`src/ics_pkg.sv`:
```
// package: constants, field layouts and types of the init configuration registers
// What this block does
// - init registers writable only during initialization
// - regulator register at 0_0101, reset 0x80
// - watchdog register at 0_0110, fields as listed
// - sync bit gates second I/O sampling
// - threshold code selects reset/interrupt levels
// - reset held 1/5/10/20 ms after recovery
// - aux bit selects 3.3 V or 5.0 V
// - first I/O on 200/400/800/1600 us
package ics_pkg;

  localparam int unsigned ICS_CLK_HZ      = 40_000_000;
  localparam int unsigned ICS_CYC_PER_US  = ICS_CLK_HZ / 1_000_000;
  localparam int unsigned ICS_CNT_W       = 20;

  // spi frame layout
  localparam int unsigned ICS_FRAME_BITS  = 16;
  localparam int unsigned ICS_OP_HI       = 15;
  localparam int unsigned ICS_OP_LO       = 14;
  localparam int unsigned ICS_ADDR_HI     = 13;
  localparam int unsigned ICS_ADDR_LO     = 9;
  localparam int unsigned ICS_PARITY_BIT  = 8;
  localparam logic [1:0]  ICS_OP_READ     = 2'h0;
  localparam logic [1:0]  ICS_OP_WRITE    = 2'h1;

  // register addresses and reset values
  localparam logic [4:0]  ICS_ADDR_REG    = 5'h05;
  localparam logic [4:0]  ICS_ADDR_WD     = 5'h06;
  localparam logic [7:0]  ICS_REG_RST     = 8'h80;
  localparam logic [7:0]  ICS_WD_RST      = 8'h42;

  // undervoltage threshold codes
  localparam logic [1:0]  ICS_UV_HI_A     = 2'h0;
  localparam logic [1:0]  ICS_UV_INT_LO   = 2'h1;
  localparam logic [1:0]  ICS_UV_LO       = 2'h2;

  // reset pulse lengths and cyclic on-times in microseconds
  localparam int unsigned ICS_RST_1MS_US  = 1000;
  localparam int unsigned ICS_RST_5MS_US  = 5000;
  localparam int unsigned ICS_RST_10MS_US = 10000;
  localparam int unsigned ICS_RST_20MS_US = 20000;
  localparam int unsigned ICS_CYC_200_US  = 200;
  localparam int unsigned ICS_CYC_400_US  = 400;
  localparam int unsigned ICS_CYC_800_US  = 800;
  localparam int unsigned ICS_CYC_1600_US = 1600;

  localparam int unsigned ICS_RST_1MS_CYC  = ICS_RST_1MS_US * ICS_CYC_PER_US;
  localparam int unsigned ICS_RST_5MS_CYC  = ICS_RST_5MS_US * ICS_CYC_PER_US;
  localparam int unsigned ICS_RST_10MS_CYC = ICS_RST_10MS_US * ICS_CYC_PER_US;
  localparam int unsigned ICS_RST_20MS_CYC = ICS_RST_20MS_US * ICS_CYC_PER_US;
  localparam int unsigned ICS_CYC_200_CYC  = ICS_CYC_200_US * ICS_CYC_PER_US;
  localparam int unsigned ICS_CYC_400_CYC  = ICS_CYC_400_US * ICS_CYC_PER_US;
  localparam int unsigned ICS_CYC_800_CYC  = ICS_CYC_800_US * ICS_CYC_PER_US;
  localparam int unsigned ICS_CYC_1600_CYC = ICS_CYC_1600_US * ICS_CYC_PER_US;

  typedef struct packed {
    logic       io_sync;
    logic [1:0] supply_uv_threshold_sel;
    logic [1:0] reset_pulse_length_sel;
    logic       aux_regulator_voltage_sel;
    logic [1:0] cyclic_on_sel;
  } ics_reg_cfg_t;

  typedef struct packed {
    logic       irq_read_deadline_en;
    logic       mcu_overcurrent_cfg;
    logic       overcurrent_timer_cfg;
    logic       safe_pin_second_reset;
    logic [1:0] refresh_method_sel;
    logic       refresh_window_sel;
    logic       crank_en;
  } ics_wd_cfg_t;

  typedef enum logic [1:0] {
    ICS_RST_LOW  = 2'b00,
    ICS_RST_EXT  = 2'b01,
    ICS_RST_RUN  = 2'b10
  } ics_rst_state_t;

endpackage : ics_pkg

```
`src/ics_down_timer.sv`:
```
// one-shot down counter: busy for exactly load_val cycles after a load
`timescale 1ns/1ps
module ics_down_timer #(
  parameter int unsigned W = 20
) (
  input  wire logic         clk_sys,
  input  wire logic         rst_b,
  input  wire logic         load,
  input  wire logic [W-1:0] load_val,
  output logic              busy_q
);

  logic [W-1:0] cnt_q;

  always_ff @(posedge clk_sys or negedge rst_b)
  begin
    if (!rst_b)
    begin
      cnt_q <= '0;
    end
    else if (load)
    begin
      cnt_q <= load_val;
    end
    else if (cnt_q != '0)
    begin
      cnt_q <= cnt_q - W'(1);
    end
  end

  always_ff @(posedge clk_sys or negedge rst_b)
  begin
    if (!rst_b)
    begin
      busy_q <= 1'b0;
    end
    else
    begin
      busy_q <= load ? (load_val != '0) : (cnt_q > W'(1));
    end
  end

endmodule : ics_down_timer

```
`src/ics_init_config.sv`:
```
// init configuration registers with spi access, reset stretcher and cyclic sense timing
`timescale 1ns/1ps
module ics_init_config #(
  // longer counts scale from the shortest one, so one override shortens a whole set
  parameter int unsigned RST_1MS_CYC  = ics_pkg::ICS_RST_1MS_CYC,
  parameter int unsigned RST_5MS_CYC  =
    RST_1MS_CYC * ics_pkg::ICS_RST_5MS_US / ics_pkg::ICS_RST_1MS_US,
  parameter int unsigned RST_10MS_CYC =
    RST_1MS_CYC * ics_pkg::ICS_RST_10MS_US / ics_pkg::ICS_RST_1MS_US,
  parameter int unsigned RST_20MS_CYC =
    RST_1MS_CYC * ics_pkg::ICS_RST_20MS_US / ics_pkg::ICS_RST_1MS_US,
  parameter int unsigned CYC_200_CYC  = ics_pkg::ICS_CYC_200_CYC,
  parameter int unsigned CYC_400_CYC  =
    CYC_200_CYC * ics_pkg::ICS_CYC_400_US / ics_pkg::ICS_CYC_200_US,
  parameter int unsigned CYC_800_CYC  =
    CYC_200_CYC * ics_pkg::ICS_CYC_800_US / ics_pkg::ICS_CYC_200_US,
  parameter int unsigned CYC_1600_CYC =
    CYC_200_CYC * ics_pkg::ICS_CYC_1600_US / ics_pkg::ICS_CYC_200_US
) (
  input  wire logic                 clk_sys,
  input  wire logic                 rst_b,
  input  wire logic                 spi_sck,
  input  wire logic                 spi_cs_b,
  input  wire logic                 spi_mosi,
  output logic                      spi_miso_q,
  output logic                      spi_miso_oe_q,
  input  wire logic                 init_phase,
  input  wire logic                 supply_above_hi,
  input  wire logic                 supply_above_lo,
  input  wire logic                 cyclic_en,
  input  wire logic                 cyclic_start,
  output ics_pkg::ics_reg_cfg_t     reg_cfg_q,
  output ics_pkg::ics_wd_cfg_t      wd_cfg_q,
  output logic                      rst_out_b_q,
  output logic                      uv_irq_q,
  output logic                      aux_5v_sel_q,
  output logic                      io0_active_q,
  output logic                      io1_sample_q
);
  import ics_pkg::*;

  ////////////////////////////////////////////////////////////////////////////
  // pin synchronisers: stage 1 is read only by stage 2
  logic [4:0] sync1_q;
  logic [4:0] sync2_q;
  logic       sck_d1_q;
  logic       cs_d1_q;

  always_ff @(posedge clk_sys or negedge rst_b)
  begin
    if (!rst_b)
    begin
      sync1_q  <= 5'h1f;
      sync2_q  <= 5'h1f;
      sck_d1_q <= 1'b1;
      cs_d1_q  <= 1'b1;
    end
    else
    begin
      sync1_q  <= {spi_sck, spi_cs_b, spi_mosi, supply_above_hi, supply_above_lo};
      sync2_q  <= sync1_q;
      sck_d1_q <= sync2_q[4];
      cs_d1_q  <= sync2_q[3];
    end
  end

  logic sck_s;
  logic cs_s;
  logic mosi_s;
  logic above_hi_s;
  logic above_lo_s;
  assign {sck_s, cs_s, mosi_s, above_hi_s, above_lo_s} = sync2_q;

  logic sck_rise;
  logic sck_fall;
  logic cs_fall;
  logic cs_rise;
  assign sck_rise = sck_s & ~sck_d1_q & ~cs_s;
  assign sck_fall = ~sck_s & sck_d1_q & ~cs_s;
  assign cs_fall  = ~cs_s & cs_d1_q;
  assign cs_rise  = cs_s & ~cs_d1_q;

  ////////////////////////////////////////////////////////////////////////////
  // spi frame shifter
  logic [15:0] shift_q;
  logic [4:0]  bitcnt_q;

  always_ff @(posedge clk_sys or negedge rst_b)
  begin
    if (!rst_b)
    begin
      shift_q  <= '0;
      bitcnt_q <= '0;
    end
    else if (cs_fall)
    begin
      bitcnt_q <= '0;
    end
    else if (sck_rise)
    begin
      shift_q  <= {shift_q[14:0], mosi_s};
      bitcnt_q <= (bitcnt_q == 5'h1f) ? bitcnt_q : bitcnt_q + 5'h01;
    end
  end

  // a frame counts only if exactly sixteen bits were clocked; parity is not checked
  logic       frame_done;
  logic [1:0] frame_op;
  logic [4:0] frame_addr;
  logic       wr_ok;
  assign frame_done = cs_rise && (bitcnt_q == 5'(ICS_FRAME_BITS));
  assign frame_op   = shift_q[ICS_OP_HI:ICS_OP_LO];
  assign frame_addr = shift_q[ICS_ADDR_HI:ICS_ADDR_LO];
  assign wr_ok      = frame_done && (frame_op == ICS_OP_WRITE) && init_phase;

  ////////////////////////////////////////////////////////////////////////////
  // configuration registers
  always_ff @(posedge clk_sys or negedge rst_b)
  begin
    if (!rst_b)
    begin
      reg_cfg_q <= ICS_REG_RST;
      wd_cfg_q  <= ICS_WD_RST;
    end
    else if (wr_ok)
    begin
      if (frame_addr == ICS_ADDR_REG)
      begin
        reg_cfg_q <= shift_q[7:0];
      end
      if (frame_addr == ICS_ADDR_WD)
      begin
        wd_cfg_q <= shift_q[7:0];
      end
    end
  end

  // read data for the next frame
  logic [7:0] rd_data_q;

  always_ff @(posedge clk_sys or negedge rst_b)
  begin
    if (!rst_b)
    begin
      rd_data_q <= '0;
    end
    else if (frame_done && (frame_op == ICS_OP_READ))
    begin
      case (frame_addr)
        ICS_ADDR_REG: rd_data_q <= reg_cfg_q;
        ICS_ADDR_WD:  rd_data_q <= wd_cfg_q;
        default:      rd_data_q <= '0;
      endcase
    end
  end

  logic [15:0] miso_sh_q;

  always_ff @(posedge clk_sys or negedge rst_b)
  begin
    if (!rst_b)
    begin
      miso_sh_q     <= '0;
      spi_miso_q    <= 1'b0;
      spi_miso_oe_q <= 1'b0;
    end
    else
    begin
      spi_miso_oe_q <= ~cs_s;
      if (cs_fall)
      begin
        miso_sh_q  <= {rd_data_q, 8'h00} << 1;
        spi_miso_q <= rd_data_q[7];
      end
      else if (sck_fall)
      begin
        miso_sh_q  <= miso_sh_q << 1;
        spi_miso_q <= miso_sh_q[15];
      end
    end
  end

  ////////////////////////////////////////////////////////////////////////////
  // undervoltage reset and interrupt
  logic uv_reset_cond;
  always_comb
  begin
    case (reg_cfg_q.supply_uv_threshold_sel)
      ICS_UV_INT_LO: uv_reset_cond = ~above_lo_s;
      ICS_UV_LO:     uv_reset_cond = ~above_lo_s;
      default:       uv_reset_cond = ~above_hi_s;
    endcase
  end

  always_ff @(posedge clk_sys or negedge rst_b)
  begin
    if (!rst_b)
    begin
      uv_irq_q     <= 1'b0;
      aux_5v_sel_q <= 1'b0;
    end
    else
    begin
      uv_irq_q     <= (reg_cfg_q.supply_uv_threshold_sel == ICS_UV_INT_LO) & ~above_hi_s;
      aux_5v_sel_q <= reg_cfg_q.aux_regulator_voltage_sel;
    end
  end

  logic [ICS_CNT_W-1:0] rst_len;
  always_comb
  begin
    case (reg_cfg_q.reset_pulse_length_sel)
      2'h0:    rst_len = ICS_CNT_W'(RST_1MS_CYC);
      2'h1:    rst_len = ICS_CNT_W'(RST_5MS_CYC);
      2'h2:    rst_len = ICS_CNT_W'(RST_10MS_CYC);
      default: rst_len = ICS_CNT_W'(RST_20MS_CYC);
    endcase
  end

  ics_rst_state_t rst_st_q;
  logic           rst_load;
  logic           rst_busy;
  assign rst_load = (rst_st_q == ICS_RST_LOW) && !uv_reset_cond;

  ics_down_timer #(.W(ICS_CNT_W)) u_rst_timer (
    .clk_sys  (clk_sys),
    .rst_b    (rst_b),
    .load     (rst_load),
    .load_val (rst_len),
    .busy_q   (rst_busy)
  );

  always_ff @(posedge clk_sys or negedge rst_b)
  begin
    if (!rst_b)
    begin
      rst_st_q    <= ICS_RST_LOW;
      rst_out_b_q <= 1'b0;
    end
    else if (uv_reset_cond)
    begin
      rst_st_q    <= ICS_RST_LOW;
      rst_out_b_q <= 1'b0;
    end
    else
    begin
      case (rst_st_q)
        ICS_RST_LOW: rst_st_q <= ICS_RST_EXT;
        ICS_RST_EXT:
        begin
          if (!rst_busy)
          begin
            rst_st_q    <= ICS_RST_RUN;
            rst_out_b_q <= 1'b1;
          end
        end
        ICS_RST_RUN: rst_out_b_q <= 1'b1;
        default:     rst_st_q    <= ICS_RST_LOW;
      endcase
    end
  end

  ////////////////////////////////////////////////////////////////////////////
  // cyclic sense: first I/O on-time and second I/O sampling window
  logic [ICS_CNT_W-1:0] cyc_len;
  always_comb
  begin
    case (reg_cfg_q.cyclic_on_sel)
      2'h0:    cyc_len = ICS_CNT_W'(CYC_200_CYC);
      2'h1:    cyc_len = ICS_CNT_W'(CYC_400_CYC);
      2'h2:    cyc_len = ICS_CNT_W'(CYC_800_CYC);
      default: cyc_len = ICS_CNT_W'(CYC_1600_CYC);
    endcase
  end

  logic cyc_load;
  logic cyc_busy;
  assign cyc_load = cyclic_en & cyclic_start & ~cyc_busy;

  ics_down_timer #(.W(ICS_CNT_W)) u_cyc_timer (
    .clk_sys  (clk_sys),
    .rst_b    (rst_b),
    .load     (cyc_load),
    .load_val (cyc_len),
    .busy_q   (cyc_busy)
  );

  always_ff @(posedge clk_sys or negedge rst_b)
  begin
    if (!rst_b)
    begin
      io0_active_q <= 1'b0;
      io1_sample_q <= 1'b0;
    end
    else
    begin
      io0_active_q <= cyc_busy;
      io1_sample_q <= cyclic_en & (~reg_cfg_q.io_sync | cyc_busy);
    end
  end
endmodule : ics_init_config

```
`config.mk`:
```
export PLATFORM = sky130hd
export DESIGN_NAME = ics_init_config
export DESIGN_NICKNAME = d
export VERILOG_FILES = /design/src/ics_pkg.sv /design/src/ics_down_timer.sv /design/src/ics_init_config.sv
export SDC_FILE = /design/constraint.sdc
export NUM_CORES = 1
export LEC_CHECK = 0
export BUFFER_PORTS_ARGS = -buffer_cell sky130_fd_sc_hd__buf_2
export CORE_ASPECT_RATIO = 0.75
export CORE_UTILIZATION = 50
export DETAILED_ROUTE_END_ITERATION = 8
export GPL_TIMING_DRIVEN = 0
export MAX_ROUTING_LAYER = met4
export PLACE_DENSITY = 0.76
export SLEW_MARGIN = 40
export SYNTH_ARGS = -nofsm -noshare
export SYNTH_HDL_FRONTEND = slang
export SYNTH_SLANG_ARGS = --single-unit
```
`constraint.sdc`:
```
create_clock -name clk_sys -period 4.7 [get_ports clk_sys]
set_input_delay 0.94 -clock clk_sys [delete_from_list [all_inputs] [get_ports clk_sys]]
set_output_delay 0.94 -clock clk_sys [all_outputs]
set_load 0.1 [all_outputs]
```
==> flow_summary.yaml, run 1 <==
power:
  ir_worst_vdd_mv: 0.389
  internal_power_w: 0.00198
  power_density_nw_per_um2: 420
  power_switching_w: 0.000654
  p_leak_nw: 2.70
  p_total_w: 0.00263
  p_clk_frac: 0.472
  pwr-share-comb: 0.096
  p_sw_frac: 0.248
  pwr-share-seq: 0.432
clock_tree:
  clk_pin_slew_worst_paths_ps: 50
  cts_buffers: 17
  clock-root-buffer: "clkbuf_16"
  cts_tree: "done"
  cts_setup_buffers: 0
  clock_sinks: 115
  cts_max_path_buffers: 2
  h-tree-depth: 4
  clkLatencyLatePin_ps: 410
  cts-resized-gates: 0
  holdBufCountCts: 0
sta:
  clock_skew_ps: 7.47
  setup_viol_count_final: 0
  finalCritPeriodShare: 0.547
  hold_viol: 0
  drv_slew: 0
  tightest_slew_ps: 714
  setup_tns_ps: 0
  maxSlewHeadroom: 0.522
  rsz0062_at_grt: "no"
  fmax_mhz: 389
  fin_crit_ps: 2570
placement:
  place_area_sq_um: 5690
  port_buffers: 32
  place_inst: 639
  place_hpwl_um: 7570
  gp_congestion: 0.840
synth:
  synth_xor_area_frac: 0.0544
  syn_area_per_cell_sq_um: 11.3
  synth_flop_cell: "dfrtp_1"
  synth_area_leaders: "dfrtp_1, dfstp_2, mux2_2, ha_1, nor2_1"
  syn_nets: 497
  synth_commonest_cells: "dfrtp_1, nor2_1, mux2_2, nand2_1, o21ai_0"
  synth_most_common_cell: "dfrtp_1"
  synth_edf_count: 0
  ys.warnings.count: 0
  synth.distinct_cells: 54
  synthSimpleGateAreaFrac: 0.160
  synth_top_family_by_area: "simple AND/OR/NAND/NOR gates"
  ys_ff_latch: 115
  yosys.area_share.adder: 0.0400
  synth.cell_area_sq_um: 5320
  ys_async_sr_fraction: 1.00
  ys_seq_area_frac: 0.545
  synth-compound-area-share: 0.0934
  synth_top_area_share: 0.471
  synth_top_area_cell: "dfrtp_1"
  synthCells: 470
  synthMuxAreaShare: 0.0885
finish:
  layout.nets: 549
  fin_util: 0.606
  fin_cells: 671
  syn_to_final_growth_pct: 17.8
  drive_gt1_frac: 0.239
  fill_cells: 828
  diodes: 0
  fin_area_sq_um: 6260
routing:
  drt_iter0_drc: 229
  drc: 0
  wl_per_cell_um: 16.7
  ant_nets: 0
  routed_wirelength_um: 11200
  via_per_inst: 5.69
  drt_first_pass_iters: 5
  vias: 3818
setup_path:
  reg2reg_depth: 5
  worstPathRequired_ps: 4990
  end_kind: "register"
  crit_type: "reg2reg"
  r2r-start: "shift_q[12]"
  critPathLaunchType: "register"
  crit_arrival_ps: 2870
  ff2ff_setup_slack_ps: 2130
  regToRegEndpoint: "reg_cfg_q[5]"
  crit_fanout: 9
global_route:
  grt_pass1_wl_um: 19200
  grt_start_max_net_pins: 75
  grt_pass1_vias: 3976
  globalRouteTotalUtil: 0.236
  antenna_found_initial: 0
  grt_remaining_overflow: 0
worst_hold_path:
  whs_path_depth: 0
  min_from: "sync1_q[0]"
  min_to: "sync2_q[0]"
  min_path_type: "reg2reg"
floorplan:
  core_area_sq_um: 10300
  die_height_um: 91.3
  die-area_sq_um: 11100
  initial_utilization: 0.515
  fp.dieW_um: 121
  boundaryPins: 33
  num_rows: 32
outcome:
  status: "finished, final reports clean"
job:
  maxCapViolCount: 0
[per-stage QoR]
step                      hold slack [ps]  setup WS (ps)
after floorplan                       345           2150
after global placement                345           1390
after detailed placement              347           2160
after CTS                             359           2140
after global routing                  364           2030
final                                 357           2130
[logic make-up (layout without fill, tap and decap cells)]
kind of cell,after synthesis,in the layout
and+or+nand+nor,159,159
DFF,115,115
AOI/OAI and AO/OA,77,77
muxes,43,43
xor gates and xnor gates,33,33
buffers and inverters,26,91
adders and majority gates,17,17
[worst max-delay path: stages, from the launching register on]
cell	delay (ps)
dfrtp_1	380
or3b_2	510
nor3b_2	590
inv_1	130
nor2_2	440
mux2_2	400
[placed cells by master (no fill, tap or decap), types with 15 or more instances in the layout]
cell type,n
dfstp_2,15
xnor2_1,18
nor2_1,53
a21oi_1,17
dfrtp_1,100
buf_2,33
o21ai_0,22
xor2_1,15
inv_1,15
ha_1,17
mux2_2,32
clkbuf_16,17
nand2_1,27
[power groups by stage]
| stage | Sequential [W] | Clock [W] | Combinational, W |
|---|---|---|---|
| 2_1_floorplan | 0.00114 | 0 | 0.000178 |
| 3_3_place_gp | 0.00115 | 0 | 0.000234 |
| 3_5_place_dp | 0.00115 | 0 | 0.000251 |
| 4_1_cts | 0.00114 | 0.00126 | 0.000254 |
| 5_1_grt | 0.00115 | 0.00131 | 0.000287 |
| 6_report | 0.00114 | 0.00124 | 0.000252 |
[cell type report]
class | instances | area [sq um] | area share
buffer | 11 | 43.8 | 0.00699
clock buffer | 23 | 468 | 0.0747
clock inverter | 9 | 106 | 0.0170
sequential | 115 | 2900 | 0.462
multi-input combinational | 329 | 2320 | 0.371
tap | 136 | 170 | 0.0272
inverter | 15 | 56.3 | 0.00899
timing repair buffer | 33 | 198 | 0.0316
[layer usage]
| layer | track usage | up-vias | part of all wire | wire length, um |
|---|---|---|---|---|
| li1 | - | 1778 | - | - |
| met1 | 0.307 | 1915 | 0.45 | 5110 |
| met2 | 0.356 | 102 | 0.49 | 5450 |
| met3 | 0.0521 | 23 | 0.044 | 495 |
| met4 | 0.0998 | 0 | 0.017 | 186 |
| met5 | - | - | 0 | 0 |
[sequential cells by signal, summed over array words and instances, names as in the netlist, 7 cells and up]
register / cells
rd_data_q: 8
u_cyc_timer.cnt_q: 20
u_rst_timer.cnt_q: 20
reg_cfg_q: 8
miso_sh_q: 7
wd_cfg_q: 8
shift_q: 16
[worst max-delay path by stage]
stage                                  endpoint    startpoint
after global placement              shift_q[10]         rst_b
after floorplan           u_rst_timer.cnt_q[16]  reg_cfg_q[6]
after global routing               reg_cfg_q[5]   shift_q[12]
after CTS                          reg_cfg_q[5]   shift_q[12]
final                              reg_cfg_q[5]   shift_q[12]
after detailed placement           reg_cfg_q[6]   shift_q[12]
(Power assumes the default switching activity.)
==> inputs of run 2 (changes only) <==
- clock period: 4.7 -> 2.6 ns (I/O delays scaled with it)
==> flow_summary.yaml, run 2 (synthesis results as in run 1) <==
finish:
  layout.nets: 550
  drive_gt1_frac: 0.241
  final_common_cell: "dfrtp_1"
  reg.largest.list: "u_cyc_timer.cnt_q: 20 flops, u_rst_timer.cnt_q: 20 flops, shift_q: 16 flops"
  syn_to_final_growth_pct: 18.2
  layout_common_cells: "dfrtp_1, nor2_1, buf_2"
  fin_area_sq_um: 6290
  diodes: 0
sta:
  drv_slew: 0
  hold_viol: 0
  maxSlewHeadroom: 0.535
  tightest_slew_ps: 695
  setup_viol_count_final: 0
  finalCritPeriodShare: 0.948
  worst_slack_ps: 134
  fmax_mhz: 406
  rsz0062_at_grt: "no"
  fin_crit_ps: 2470
  clock_skew_ps: 7.35
floorplan:
  boundaryPins: 33
  die-area_sq_um: 11100
  num_rows: 32
  core_area_sq_um: 10300
  die_height_um: 91.3
  initial_utilization: 0.515
  fp.dieW_um: 121
setup_path:
  crit_fanout: 9
  crit_arrival_ps: 2760
  critPathBufInv: 1
  crit_family: "simple AND/OR/NAND/NOR gates"
  crit_chain: "or3b_2, nor3b_2, nor2b_1, buf_2, mux2_2"
  worstPathRequired_ps: 2890
  ff2ff_setup_slack_ps: 130
  end_kind: "register"
  critPathMaxStageDelay_ps: 620
  crit_type: "reg2reg"
  cpMaxStageDelayCell: "nor3b_2"
  critPathLaunchType: "register"
routing:
  routed_wirelength_um: 11300
  wl_per_cell_um: 16.9
  vias: 3839
  drt_iter0_drc: 240
  drt_first_pass_iters: 5
  via_per_inst: 5.71
  ant_nets: 0
  drc: 0
global_route:
  grt_start_max_net_pins: 75
  grt_pass1_vias: 3988
  globalRouteTotalUtil: 0.236
  use_met3: 0.0521
  grt_pass1_wl_um: 19300
  antenna_found_initial: 0
  grt_busiest_layer: "met2"
  grtUsageMet1: 0.307
  use_met2: 0.357
  grt_remaining_overflow: 0
clock_tree:
  clock_sinks: 115
  clk_pin_slew_worst_paths_ps: 50
  cts_setup_buffers: 0
  cts_max_path_buffers: 2
  clock-root-buffer: "clkbuf_16"
  clkLatencyLatePin_ps: 410
  h-tree-depth: 4
  cts_tree: "done"
  cts_buffers: 17
placement:
  port_buffers: 32
  gp_congestion: 0.840
  post-place-ws_ps: 60.7
  place_area_sq_um: 5690
  place_hpwl_um: 7570
worst_hold_path:
  min_path_type: "in2reg"
power:
  ir_worst_vdd_mv: 0.702
  p_leak_nw: 2.70
  power_density_nw_per_um2: 757
outcome:
  status: "finished, final reports clean"
job:
  maxCapViolCount: 0
==> run 2: cell types whose count changed in the layout (fill, tap and decap cells not counted), sizes merged <==
| cell | previous run | this run |
|---|---|---|
| dlygate4sd3 | 0 | 1 |
==> run 2: area by class of cell <==
cell class / instances / area (sq um)
repair buffers: 34 / 208
clock buffers: 23 / 468
flip-flops and latches: 115 / 2900
plain buffers: 11 / 43.8
fillers: 823 / 4040
clock inverters: 9 / 106
multi-input cells: 329 / 2340
well taps: 136 / 170
inverters: 15 / 56.3
==> run 2: what timing repair did <==
action / in CTS / in global routing
endpoints found under the hold margin: 28 / 0
hold buffers: 1 / 0
gates resized for setup: 0 / 2
endpoints found under the setup margin: 0 / 9
==> run 2: path summary, 6_finish.rpt <==
kind                             startpoint              endpoint  cells past startpoint
min in group asynchronous             rst_b  u_rst_timer.cnt_q[2]                      2
worst max-delay path            shift_q[12]           wd_cfg_q[5]                      5
max in group asynchronous             rst_b           wd_cfg_q[1]                      3
worst max register to register  shift_q[12]           wd_cfg_q[5]                      5
worst min register to register   sync1_q[0]            sync2_q[0]                      0
worst min-delay path               spi_cs_b            sync1_q[3]                      1
==> run 2: where the power goes <==
| group | switching [W] | internal (W) |
|---|---|---|
| combinational | 0.000253 | 0.000204 |
| sequential | 0.000136 | 0.00192 |
| clock | 0.000793 | 0.00145 |
| total | 0.00118 | 0.00358 |
==> run 2: layer usage <==
metal  vias up  wire length, um
met3        25              580
met1      1928             5100
met2       105             5460
li1       1781                -
met4         0              192
met5         -                0
==> run 2: through the flow <==
stage          utilization  power, W  TNS (ps)  hold WS, ps  std cells
6_report             0.609   0.00476         0          209        672
3_5_place_dp         0.551   0.00253         0          347        639
5_1_grt              0.609   0.00496         0          192        672
2_1_floorplan            -   0.00238         0          224        470
3_3_place_gp         0.547   0.00250    -27630          345        638
4_1_cts              0.607   0.00479         0          196        672
